<file path="src/ser_regs.svh">
// Purpose: constants for the serial exception responder
// Assumes: 50 MHz system clock
// Notes:   timing counts derive from times in their own units
`ifndef SER_REGS_SVH
`define SER_REGS_SVH

// ---------------------------------------------------------------
// exception codes and the timeout display code
// ---------------------------------------------------------------
`define SER_EXC_FUNC      8'h01
`define SER_EXC_ADDR      8'h02
`define SER_EXC_VALUE     8'h03
`define SER_EXC_FAIL      8'h04
`define SER_DISP_TIMEOUT  8'h10

// ---------------------------------------------------------------
// frame layout
// ---------------------------------------------------------------
`define SER_FUNC_ERR_BIT  8'h80
`define SER_CRC_INIT      16'hFFFF
`define SER_CRC_POLY      16'hA001
`define SER_ASC_START     8'h3A
`define SER_ASC_CR        8'h0D
`define SER_ASC_LF        8'h0A
`define SER_RTU_LAST      4'h4
`define SER_ASC_LAST      4'hA

// ---------------------------------------------------------------
// forced keypad link format
// ---------------------------------------------------------------
`define SER_RATE_19200    4'h3
`define SER_FMT_RTU_8N2   4'h0

// ---------------------------------------------------------------
// timing
// ---------------------------------------------------------------
`define SER_CLK_NS        20
`define SER_STEP_NS       2000000
`define SER_STEP_MS       2
`define SER_TO_UNIT_MS    100
`define SER_STEP_CYC      (`SER_STEP_NS / `SER_CLK_NS)
`define SER_TO_STEPS      (`SER_TO_UNIT_MS / `SER_STEP_MS)

`endif

</file>
<file path="src/ser_pkg.sv">
// Purpose: types for the serial exception responder
// Assumes: nothing
// Notes:   gray coded states along idle, wait, send
package ser_pkg;

  typedef enum logic [1:0]
  {
    SER_IDLE = 2'b00,
    SER_WAIT = 2'b01,
    SER_SEND = 2'b11
  } ser_state_t;

endpackage

</file>
<file path="src/ser_exception_responder.sv">
// Purpose: builds exception replies for a serial command link
// Assumes: an upstream parser flags each received frame and its faults
// Notes:   normal replies are made elsewhere; this block only refuses
`timescale 1ns/1ns
`include "ser_regs.svh"

module ser_exception_responder
  import ser_pkg::*;
#(
  parameter int unsigned STEP_CYC = `SER_STEP_CYC
)
(
  // clock and reset
  input  wire logic       clk_sys,
  input  wire logic       rst_n,
  // received frame report
  input  wire logic       rx_frame_valid,
  input  wire logic       rx_frame_err,
  input  wire logic [7:0] rx_func,
  input  wire logic       rx_func_unsupported,
  input  wire logic       rx_addr_missing,
  input  wire logic       rx_value_bad,
  input  wire logic       rx_cannot_perform,
  output logic            rx_busy,
  // bus activity pin
  input  wire logic       bus_activity_pin,
  // settings
  input  wire logic [7:0] station_addr,
  input  wire logic       ascii_mode_setting,
  input  wire logic [3:0] link_rate_setting,
  input  wire logic [3:0] link_format_setting,
  input  wire logic       handheld_keypad_enable,
  input  wire logic [7:0] response_delay_setting,
  input  wire logic [7:0] timeout_period_setting,
  input  wire logic [1:0] timeout_treatment_setting,
  input  wire logic       display_clear,
  // effective link format
  output logic [3:0]      link_rate_eff,
  output logic [3:0]      link_format_eff,
  output logic            ascii_mode_eff,
  // display
  output logic [7:0]      link_error_display,
  output logic            link_error_show,
  output logic            link_timeout_display,
  // reply byte stream
  output logic            tx_valid,
  output logic [7:0]      tx_data,
  input  wire logic       tx_ready
);

  // ---------------------------------------------------------------
  // helpers
  // ---------------------------------------------------------------
  function automatic logic [15:0] crc_byte(input logic [15:0] c, input logic [7:0] b);
    logic [15:0] r;
    r = c ^ {8'h00, b};
    for (int i = 0; i < 8; i++)
      r = r[0] ? ((r >> 1) ^ `SER_CRC_POLY) : (r >> 1);
    return r;
  endfunction

  function automatic logic [7:0] hex_chr(input logic [3:0] n);
    return (n < 4'hA) ? (8'h30 + {4'h0, n}) : (8'h37 + {4'h0, n});
  endfunction

  // ---------------------------------------------------------------
  // reset release and pin sync
  // ---------------------------------------------------------------
  logic       rst_s1_q, rst_s2_q;
  logic [2:0] act_sync_q;
  logic       act_last_q;

  always_ff @(posedge clk_sys or negedge rst_n)
  begin
    if (!rst_n)
    begin
      rst_s1_q <= 1'b0;
      rst_s2_q <= 1'b0;
    end
    else
    begin
      rst_s1_q <= 1'b1;
      rst_s2_q <= rst_s1_q;
    end
  end

  wire rst_ok = rst_s2_q;

  // only the agreed copy counts, so a glitch on the pin is ignored
  wire act_agree = act_sync_q[1] == act_sync_q[2];
  wire act_edge  = act_agree && (act_sync_q[2] != act_last_q);

  always_ff @(posedge clk_sys or negedge rst_ok)
  begin
    if (!rst_ok)
    begin
      act_sync_q <= 3'h0;
      act_last_q <= 1'b0;
    end
    else
    begin
      act_sync_q <= {act_sync_q[1:0], bus_activity_pin};
      if (act_agree)
        act_last_q <= act_sync_q[2];
    end
  end

  // ---------------------------------------------------------------
  // effective link format
  // ---------------------------------------------------------------
  // keypad override
  assign link_rate_eff   = handheld_keypad_enable ? `SER_RATE_19200 : link_rate_setting;
  assign link_format_eff = handheld_keypad_enable ? `SER_FMT_RTU_8N2 : link_format_setting;
  assign ascii_mode_eff  = handheld_keypad_enable ? 1'b0 : ascii_mode_setting;

  // ---------------------------------------------------------------
  // request decode
  // ---------------------------------------------------------------
  ser_state_t state_q;
  wire any_cause = rx_func_unsupported | rx_addr_missing | rx_value_bad | rx_cannot_perform;
  wire take      = (state_q == SER_IDLE) && rx_frame_valid && !rx_frame_err && any_cause;
  wire [7:0] code_sel = rx_func_unsupported ? `SER_EXC_FUNC :   // bad function
                        rx_addr_missing     ? `SER_EXC_ADDR :   // bad address
                        rx_value_bad        ? `SER_EXC_VALUE :  // bad value
                                              `SER_EXC_FAIL;    // cannot perform
  assign rx_busy = state_q != SER_IDLE;

  // ---------------------------------------------------------------
  // step divider, restarted per reply so the delay is exact
  // ---------------------------------------------------------------
  logic [16:0] div_q;
  wire step = div_q == 17'(STEP_CYC - 1);

  always_ff @(posedge clk_sys or negedge rst_ok)
  begin
    if (!rst_ok)
      div_q <= 17'h0;
    else if (take || step)
      div_q <= 17'h0;
    else
      div_q <= div_q + 17'h1;
  end

  // ---------------------------------------------------------------
  // bus timeout
  // ---------------------------------------------------------------
  logic [13:0] idle_q;
  logic        to_flag_q;
  wire to_enabled = (timeout_period_setting != 8'h00) && (timeout_treatment_setting <= 2'd2);
  wire traffic    = act_edge || rx_frame_valid;
  wire [13:0] to_limit = 14'(timeout_period_setting * `SER_TO_STEPS);
  wire to_hit     = to_enabled && !traffic && step && (idle_q == to_limit - 14'h1);

  always_ff @(posedge clk_sys or negedge rst_ok)
  begin
    if (!rst_ok)
      idle_q <= 14'h0;
    else if (traffic || !to_enabled)
      idle_q <= 14'h0;
    else if (step && idle_q != to_limit)
      idle_q <= idle_q + 14'h1;
  end

  always_ff @(posedge clk_sys or negedge rst_ok)
  begin
    if (!rst_ok)
      to_flag_q <= 1'b0;
    else if (to_hit)
      to_flag_q <= 1'b1;
    else if (display_clear)
      to_flag_q <= 1'b0;
  end
  assign link_timeout_display = to_flag_q;

  // ---------------------------------------------------------------
  // display; a new event wins over a clear in the same cycle
  // ---------------------------------------------------------------
  logic [7:0] disp_q;
  logic       show_q;

  always_ff @(posedge clk_sys or negedge rst_ok)
  begin
    if (!rst_ok)
    begin
      disp_q <= 8'h00;
      show_q <= 1'b0;
    end
    else if (take)
    begin
      disp_q <= code_sel;
      show_q <= 1'b1;
    end
    else if (to_hit)
    begin
      disp_q <= `SER_DISP_TIMEOUT;
      show_q <= 1'b1;
    end
    else if (display_clear)
      show_q <= 1'b0;
  end
  assign link_error_display = disp_q;
  assign link_error_show    = show_q;

  // ---------------------------------------------------------------
  // reply sequencer
  // ---------------------------------------------------------------
  logic [7:0]  addr_q, func_q, code_q, wait_q;
  logic        asc_q;
  logic [3:0]  idx_q;
  logic [15:0] crc_q;
  logic        buf_in_ready;

  wire [7:0] lrc     = 8'h00 - (addr_q + func_q + code_q);
  wire       last    = idx_q == (asc_q ? `SER_ASC_LAST : `SER_RTU_LAST);
  wire       push    = (state_q == SER_SEND) && buf_in_ready;
  wire       wait_dn = wait_q == 8'h00;

  wire [7:0] rtu_byte = (idx_q == 4'h0) ? addr_q :
                        (idx_q == 4'h1) ? func_q :
                        (idx_q == 4'h2) ? code_q :
                        (idx_q == 4'h3) ? crc_q[7:0] : crc_q[15:8];
  wire [7:0] asc_byte = (idx_q == 4'h0) ? `SER_ASC_START :
                        (idx_q == 4'h1) ? hex_chr(addr_q[7:4]) :
                        (idx_q == 4'h2) ? hex_chr(addr_q[3:0]) :
                        (idx_q == 4'h3) ? hex_chr(func_q[7:4]) :
                        (idx_q == 4'h4) ? hex_chr(func_q[3:0]) :
                        (idx_q == 4'h5) ? hex_chr(code_q[7:4]) :
                        (idx_q == 4'h6) ? hex_chr(code_q[3:0]) :
                        (idx_q == 4'h7) ? hex_chr(lrc[7:4]) :
                        (idx_q == 4'h8) ? hex_chr(lrc[3:0]) :
                        (idx_q == 4'h9) ? `SER_ASC_CR : `SER_ASC_LF;
  wire [7:0] cur_byte = asc_q ? asc_byte : rtu_byte;

  always_ff @(posedge clk_sys or negedge rst_ok)
  begin
    if (!rst_ok)
    begin
      state_q <= SER_IDLE;
      addr_q  <= 8'h00;
      func_q  <= 8'h00;
      code_q  <= 8'h00;
      wait_q  <= 8'h00;
      asc_q   <= 1'b0;
      idx_q   <= 4'h0;
      crc_q   <= `SER_CRC_INIT;
    end
    else
    begin
      case (state_q)
        SER_IDLE:
        begin
          if (take)
          begin
            addr_q  <= station_addr;
            func_q  <= rx_func | `SER_FUNC_ERR_BIT;
            code_q  <= code_sel;
            asc_q   <= ascii_mode_eff;
            wait_q  <= response_delay_setting;
            idx_q   <= 4'h0;
            crc_q   <= `SER_CRC_INIT;
            state_q <= SER_WAIT;
          end
        end
        SER_WAIT:
        begin
          if (wait_dn)
            state_q <= SER_SEND;
          else if (step)
            wait_q <= wait_q - 8'h1;
        end
        SER_SEND:
        begin
          if (push)
          begin
            if (idx_q < 4'h3)
              crc_q <= crc_byte(crc_q, cur_byte);
            idx_q <= idx_q + 4'h1;
            if (last)
              state_q <= SER_IDLE;
          end
        end
        default:
          state_q <= SER_IDLE;
      endcase
    end
  end

  // ---------------------------------------------------------------
  // two-entry output buffer, a stalled receiver holds the sequencer
  // ---------------------------------------------------------------
  logic [7:0] buf_q [2];
  logic       rd_q, wr_q;
  logic [1:0] cnt_q;

  assign buf_in_ready = cnt_q != 2'd2;
  assign tx_valid     = cnt_q != 2'd0;
  assign tx_data      = buf_q[rd_q];
  wire pop = tx_valid && tx_ready;

  always_ff @(posedge clk_sys or negedge rst_ok)
  begin
    if (!rst_ok)
    begin
      buf_q[0] <= 8'h00;
      buf_q[1] <= 8'h00;
      rd_q     <= 1'b0;
      wr_q     <= 1'b0;
      cnt_q    <= 2'd0;
    end
    else
    begin
      if (push)
      begin
        buf_q[wr_q] <= cur_byte;
        wr_q        <= ~wr_q;
      end
      if (pop)
        rd_q <= ~rd_q;
      cnt_q <= cnt_q + {1'b0, push} - {1'b0, pop};
    end
  end

endmodule // ser_exception_responder

</file>
<file path="config.mk">
export PLATFORM = sky130hd
export DESIGN_NAME = ser_exception_responder
export DESIGN_NICKNAME = d
export VERILOG_FILES = /design/src/ser_pkg.sv /design/src/ser_exception_responder.sv
export VERILOG_INCLUDE_DIRS = /design/src
export SDC_FILE = /design/constraint.sdc
export NUM_CORES = 1
export LEC_CHECK = 0
export BUFFER_PORTS_ARGS = -buffer_cell sky130_fd_sc_hd__buf_2
export CAP_MARGIN = 5
export CORE_UTILIZATION = 55
export DETAILED_ROUTE_END_ITERATION = 6
export PLACE_DENSITY_LB_ADDON = 0.12
export SLEW_MARGIN = 20
export SYNTH_ARGS = -nofsm -noshare
export SYNTH_HDL_FRONTEND = slang
export SYNTH_SLANG_ARGS = --single-unit
</file>
<file path="constraint.sdc">
create_clock -name clk_sys -period 5.3 [get_ports clk_sys]
set_clock_uncertainty 0.15 [all_clocks]
set_input_delay 1.06 -clock clk_sys [delete_from_list [all_inputs] [get_ports clk_sys]]
set_output_delay 1.06 -clock clk_sys [all_outputs]
set_load 0.02 [all_outputs]
</file>
# Word level (Yosys, flattened, before mapping)
# Cells that the tools add are included.
# Widths: inputs -> output; s select.
totals:
  register_bits: 122
  in_bits: 55
  out_inout_bits: 29
op_classes:
  addsub: 26
  mul: 1
  n_lt_le_gt_ge: 13
  n_eq_ne: 25
  muxes: 68
  n_bitwise: 16
  reduce_logical: 35
ops:
  columns: ["cell", "count"]
  rows:
  - ["$mux 16", 11]
  - ["$mux 7", 17]
  - ["$add 6x4->7 const A", 16]
  - ["$mux 8", 14]
  - ["$lt 4x4->1 const B", 8]
  - ["$pmux 16 s2", 1]
  - ["$mux 14", 2]
  - ["$not 2->3", 8]
  - ["$mux 4", 5]
  - ["$add 17x1->17 const B", 1]
  - ["$eq 17x17->1 const B", 1]
  - ["$mux 17", 1]
  - ["$add 8x8->8", 2]
  - ["$bwmux 16", 1]
  - ["$eq 4x3->1 const B", 4]
  - ["$pmux 8 s2", 1]
  - ["$xor 16x8->16", 1]
  - ["$add 14x1->14 const B", 1]
  - ["$eq 14x14->1", 1]
  - ["$ne 14x14->1", 1]
  - ["$ne 2x2->1 const B", 7]
  - ["$reduce_bool 2->1", 7]
  - ["$sub 14x1->14 const B", 1]
  - ["$mul 8x5->13 const B", 1]
  - ["38 further kinds", 71]

# Longest topological paths before layout
# Gate-level depths: netlist (run 1).
logic_depth:
  depth_word: 35
  ltp_mapped: 19

# Worst setup path after synthesis (run 1)
# No wires, ideal clock.
synth_path:
  kind: "input-to-reg"
  startpoint: "input timeout_period_setting[2]"
  endpoint: "register idle_q[1]"
  arrival_time_ps: 4945
  required_time_ps: 5018
  path_slack_ps: 73
  cell_stages: 19
  n_path_buf: 1
  cell_sequence: "inv_1 > ha_1 > ha_1 > inv_1 > fa_1 > inv_1 > ha_1 > nor2b_1 > o21ai_0 > a21boi_0 > o21ai_0 > a21oi_1 > o21a_1 > or3_1 > a211oi_1 > or2_0 > clkbuf_1 > mux2i_1 > nor2_1"
synth_between:
  elab_chain_len: 5
  word_cells_on_any_way: 9
  classes_between: "mul: 1; eq/ne: 1; mux: 1; reduce/logical: 6"
synth_lines:
  columns: ["item", "line", "rtl"]
  rows:
  - ["start, declared", "ser_exception_responder.sv:34", "input wire logic [7:0] timeout_period_setting,"]
  - ["branches (longest 5 deep; another with $mul 8x5->13)", null, null]
  - ["end signal, assigned", "ser_exception_responder.sv:161", "idle_q <= idle_q + 14'h1;"]
  - ["end, declared", "ser_exception_responder.sv:147", "logic [13:0] idle_q;"]
# Parallel ways; which one is timed is not known.
# A chain may end at the register's enable or synchronous reset.

# Worst setup path after layout (run 1)
layout_path:
  startpoint: "register addr_q[2]"
  endpoint: "register crc_q[15]"
layout_between:
  elab_chain_len: 28
  word_cells_on_any_way: 44
  classes_between: "add/sub: 9; order compare: 3; mux: 25; bitwise: 7"
layout_lines:
  columns: ["item", "line", "rtl"]
  rows:
  - ["start, declared", "ser_exception_responder.sv:207", "logic [7:0] addr_q, func_q, code_q, wait_q;"]
  - ["start signal, assigned", "ser_exception_responder.sv:254", "addr_q <= station_addr;"]
  - ["$add 8x8->8 (2 in a row)", "ser_exception_responder.sv:213", "wire [7:0] lrc = 8'h00 - (addr_q + func_q + code_q);"]
  - ["$sub 1x8->8", "ser_exception_responder.sv:213", null]
  - ["$add 6x4->7 / $lt 4x4->1 (equally long branches)", "ser_exception_responder.sv:63", "return (n < 4'hA) ? (8'h30 + {4'h0, n}) : (8'h37 + {4'h0, n});"]
  - ["$mux 7", "ser_exception_responder.sv:63", null]
  - ["$mux 7 (no line) (9 in a row)", null, null]
  - ["$mux 8 *", "ser_exception_responder.sv:232", "wire [7:0] cur_byte = asc_q ? asc_byte : rtu_byte;"]
  - ["$xor 16x8->16 *", "ser_exception_responder.sv:56", "r = c ^ {8'h00, b};"]
  - ["$mux 16 * (5 in a row)", "ser_exception_responder.sv:58", "r = r[0] ? ((r >> 1) ^ `SER_CRC_POLY) : (r >> 1);"]
  - ["$not 2->3 (no line) / $mux 16 (equally long branches)", null, null]
  - ["$mux 16 * (3 in a row)", "ser_exception_responder.sv:58", null]
  - ["$mux 16 *", "ser_exception_responder.sv:275", "if (idx_q < 4'h3)"]
  - ["$mux 16 *", "ser_exception_responder.sv:273", "if (push)"]
  - ["$pmux 16 s2 *", "ser_exception_responder.sv:249", "case (state_q)"]
  - ["end signal, assigned", "ser_exception_responder.sv:245", "crc_q <= `SER_CRC_INIT;"]
  - ["end signal, assigned", "ser_exception_responder.sv:260", "crc_q <= `SER_CRC_INIT;"]
  - ["end signal, assigned", "ser_exception_responder.sv:276", "crc_q <= crc_byte(crc_q, cur_byte);"]
  - ["end, declared", "ser_exception_responder.sv:210", "logic [15:0] crc_q;"]
# Every way passes the cells marked *; elsewhere a longest branch is shown, timed or not. The select of a mux whose other input is x is not followed.

==> flow_summary.ini, run 1 <==
[floorplanning]
core_area_um2 = 15400
dieHeight_um = 129
dieArea_um2 = 16500
start_util_pct = 57.1
num_io_pins = 84
rows = 45
die_width_um = 129

[global_route]
track_usage_pct = 27.5
grt_pass1_vias = 7274
overflow = 0
grt_pass1_wl_mm = 35.5
antenna_found_initial = 0
grt_max_degree = 62

[synth]
postSynthCellCount = 1013
ys_async_sr_fraction_pct = 100
synth_largest_area_cell = dfrtp_1
synth_area_leaders = dfrtp_1 28%, ha_1 9.7%, dfstp_2 4.8%, xnor2_1 4.6%, nand2_1 4.0%
synth_seq_area_share_pct = 32.3
synth_top_area_share_pct = 27.6
synth-seq-cells = 113
synth_edf_count = 0
synth_flop_cell = dfrtp_1
avgSynthCellArea_um2 = 8.69
yosysUniqueCellTypes = 93
syn_area_um2 = 8800
yosys_warnings = 0

[timing]
slew_headroom_pct = 34.9
hold_viol = 0
worst_pin_slew_ps = 976
setup_violations = 0
slew_violations = 0
period_needed_ps = 5000
timing.fmax_mhz = 200
period_share_pct = 94.4
rsz0062_at_grt = false

[clock_network]
cts_max_level = 4
clk_path_buf_depth = 2
cts_buffers = 17
cts_tree = yes
cts_hold_buffers = 0
root_buffer = clkbuf_16
path_clk_slew_ps = 60
cts.sinks = 113
clk_latency_ps = 410

[detailed_routing]
ant_nets = 0
drt_iter0_drc = 490
wl_per_cell_um = 16.1
via_count = 7633
vias_per_cell = 5.73
drc = 7
wl_mm = 21.5
drt_pass1_iterations = 7

[setup_path]
cp.arrival_ps = 5190
crit_slowest_cell = fa_1
startpoint = addr_q[2]
cp-end-kind = flop
path_cells = inv_1, fa_1, ha_1, inv_1, fa_1, and2b_4, o22a_2, xnor2_1, ha_1, o31ai_1, buf_4, a211oi_1, a311o_2, xor3_1, xnor3_2, xnor2_1, a21oi_1
worstSetupStartpointType = flop
r2r_start = addr_q[2]
required_ps = 5490
critPathMaxFanout = 5
critPathKind = flop to flop
path_buf_inv = 3
cp_top_family = adder cells
slowest_delay_ps = 500

[final_layout]
drive_gt1_share_pct = 19.2
fin_area_um2 = 10100
fillCellCount = 1381
layout.nets = 1237
layout.cells.non_filler = 1332
area_growth_pct = 14.8
antenna_cells = 0

[place]
gp_congestion = 0.940
placed_cell_area_um2 = 9560
dp_hpwl_mm = 16.2
dp.cells = 1300
io_buffers = 78

[worst_hold_path]
min_path_type = flop to flop
hp-start = act_sync_q[0]

[flow_run]
drv_cap = 0

[outcome]
violations = DRC
status = finished, violations left
## path summary, 6_finish.rpt
| kind | to | slack [ps] | depth (start not counted) |
|---|---|---|---|
| setup / recovery | crc_q[15] | 300 | 17 |
| hold / removal | act_sync_q[1] | 190 | 0 |
| setup reg to reg | crc_q[15] | 300 | 17 |
| hold reg to reg | act_sync_q[1] | 190 | 0 |
| max in group asynchronous | idle_q[13] | 3580 | 1 |
| min in group asynchronous | wait_q[2] | 210 | 0 |
## cells by family (layout without fill, tap and decap cells)
family,count (synthesis),count (layout),share of synthesized area [%]
simple gates,337,337,19.1
compound gates,252,252,18.5
buf+inv,122,227,5.98
flops,113,113,32.3
xor+xnor,91,91,10.2
fa+ha+maj,75,75,11.1
mux,21,21,2.61
other cells,2,5,0.0853
## cells in the mapped netlist, drive strengths merged, types with 9 or more instances
cell    count
dfrtp      97
inv        74
xnor2      48
ha         68
clkbuf     31
nor2b      17
a211oi     13
nor3       21
a21o       10
nand2b      9
or2        10
o31ai      10
nand2      93
nand3      33
xor2       37
a21oi      69
nor2       86
mux2       16
nand4      17
o21ai      68
buf        16
dfstp      16
## per-stage QoR
| stage | hold slack (ps) | utilization, % | setup TNS (ps) | setup WS, ps |
|---|---|---|---|---|
| final | 193 | 65.5 | 0 | 296 |
| after global routing | 200 | 65.5 | 0 | 1.62 |
| after CTS | 197 | 65.5 | 0 | 280 |
| after detailed placement | 187 | 61.9 | -453 | -112 |
| after global placement | 184 | 61.9 | -124 | -47.2 |
| after floorplan | 181 | - | 0 | 72.8 |
## sequential cells by signal (all words and copies together), names as in the netlist, 2 cells and up
register,cells
div_q,17
buf_q,16
crc_q,16
idle_q,14
addr_q,8
func_q,8
wait_q,8
idx_q,4
link_error_display,4
act_sync_q,3
code_q,3
cnt_q,2
state_q,2
## layout make-up
type	instances	area [um^2]	share of cell area, %
multi-input cells	781	5460	54.0
flip-flops and latches	113	2850	28.2
repair buffers	121	713	7.06
clock buffers	22	454	4.49
inverters	74	278	2.75
well taps	211	264	2.61
clock inverters	10	88.8	0.879
## repair_timing
item | in CTS | in global routing
endpoints found under the setup margin | 0 | 2
resized for setup | 0 | 2
buffers inserted | 0 | 0
## routing by layer
layer | vias up | GRT usage, % | wire (um)
li1 | 3767 | - | -
met2 | 218 | 46.7 | 10400
met1 | 3605 | 35.2 | 9420
met4 | 0 | 9.62 | 507
met3 | 43 | 4.95 | 1100
met5 | - | 0 | 0
## placed cells by master, fill, tap and decap left out, types with 33 or more instances in the layout
| master | Yosys | final |
|---|---|---|
| nand2_1 | 93 | 93 |
| buf_2 | 3 | 78 |
| buf_4 | 6 | 43 |
| ha_1 | 68 | 68 |
| o21ai_0 | 67 | 66 |
| inv_1 | 74 | 74 |
| nor2_1 | 83 | 83 |
| xor2_1 | 37 | 36 |
| nand3_1 | 33 | 33 |
| a21oi_1 | 67 | 66 |
| xnor2_1 | 46 | 46 |
| dfrtp_1 | 97 | 96 |
Power of run 1 is left out: the tool's default activity adds up to more than one toggle a clock period on the data nets, which glitch-free logic cannot reach.
==> run 2, diff against run 1 <==
Settings changed: CTS_BUF_LIST set to sky130_fd_sc_hd__clkbuf_4, REMOVE_ABC_BUFFERS set to 1.
==> run 2 against run 1 <==
The flow now finishes without violations. Wire length up 1.1%. Non-clock buffer count down 3. Global-route usage is 0.40 points higher. Cell count down 0.15%. Critical path depth up 4. Sequential cell count unchanged. Maximum frequency down 0.82%. Critical path type is now primary input to flop. Largest cell class unchanged.
==> flow_summary.ini, run 2 (same netlist as run 1, synthesis figures left out) <==
[place]
io_buffers = 78
dp_slack_ps = -249
dp_hpwl_mm = 16.3
gp_congestion = 0.969

[floorplanning]
num_io_pins = 84
dieHeight_um = 129
rows = 45
die_width_um = 129
start_util_pct = 57.1
core_area_um2 = 15400
dieArea_um2 = 16500

[final_layout]
largestRegisters = div_q (17), buf_q (16), crc_q (16)
final_common_cell = dfrtp_1
largest_register = div_q
multi_input_area_um2 = 5470
final_util_pct = 64.1
largest_register_ffs = 17
layout.nets = 1234
drive_gt1_share_pct = 19.1
final_cell_mix = 96 x dfrtp_1, 93 x nand2_1, 83 x nor2_1
area_growth_pct = 12.3
regArea_um2 = 2850
fillCellCount = 1397

[timing]
setup_tns_ps = 0
period_share_pct = 95.2
worst_pin_slew_ps = 956
finalWorstSetupSlack_ps = 255
timing.fmax_mhz = 198
rsz0062_at_grt = false
setup_violations = 0
slew_violations = 0
hold_viol = 0
slew_headroom_pct = 36.3
period_needed_ps = 5050

[clock_network]
cts.sinks = 113
path_clk_slew_ps = 100
cts-resized-gates = 0
post-cts-setup-buffers = 0
root_buffer = clkbuf_4
cts_buffers = 17
cts_max_level = 4
clk_path_buf_depth = 2
cts_tree = yes
clk_latency_ps = 540
cts_hold_buffers = 0

[detailed_routing]
wl_mm = 21.7
vias_per_cell = 5.73
drt_pass1_iterations = 6
ant_nets = 0
drt_iter0_drc = 576
wl_per_cell_um = 16.3
via_count = 7626
drc = 0

[global_route]
antenna_found_initial = 1
track_usage_pct = 27.9
overflow = 0
grt_pass1_vias = 7296
grt_pass1_wl_mm = 35.8
grt_max_degree = 62

[worst_hold_path]
min_path_type = primary input to asynchronous set/reset pin

[setup_path]
required_ps = 5620
cp-end-kind = flop
worstSetupStartpointType = primary input
critPathKind = primary input to flop
critPathMaxFanout = 15
cp.arrival_ps = 5360

[flow_run]
drv_cap = 0

[outcome]
status = finished, final reports clean
==> run 2: through the flow <==
step	hold slack [ps]	instances	area, um^2
after detailed placement	190	1297	9540
after CTS	106	1329	9880
after global routing	86.2	1330	9890
after floorplan	181	968	8570
final	152	1330	9890
after global placement	185	1297	9540
==> run 2: layout make-up <==
cell class	count	share of cell area [%]
well taps	211	2.67
diodes	1	0.0253
clock inverters	12	1.92
flip-flops and latches	113	28.8
inverters	74	2.81
multi-input cells	781	55.2
repair buffers	118	6.98
clock buffers	20	1.52
==> run 2: worst max-delay path: stages <==
cell	delay, ps
buf_2	110
inv_1	50
ha_1	290
ha_1	280
inv_1	50
fa_1	490
inv_1	40
ha_1	290
nor2b_1	130
o21ai_0	220
a21boi_0	160
o21ai_0	260
a21oi_1	120
o21a_1	210
o21ai_0	240
a211oi_1	120
buf_4	170
or2_0	200
buf_4	190
or4b_2	610
nand2_1	80
==> run 2: metal layers <==
layer / wire length (um) / global-route usage, % / vias up
met2: 10700 / 48.0 / 197
li1: - / - / 3759
met1: 9550 / 35.9 / 3642
met5: 0 / 0 / -
met4: 334 / 7.40 / 0
met3: 1120 / 5.45 / 28
==> run 2: worst paths after layout <==
| check | start | endpoint | slack, ps | depth (start not counted) |
|---|---|---|---|---|
| worst max-delay path | timeout_period_setting[2] | idle_q[12] | 250 | 21 |
| worst min-delay path | rst_n | rst_ok | 150 | 1 |
| worst max register to register | code_q[1] | crc_q[15] | 260 | 18 |
| worst min register to register | act_sync_q[0] | act_sync_q[1] | 210 | 0 |
| max in group asynchronous | rst_ok | func_q[1] | 3580 | 1 |
| min in group clk_sys | act_sync_q[0] | act_sync_q[1] | 210 | 0 |
Power of run 2 is left out for the same reason.
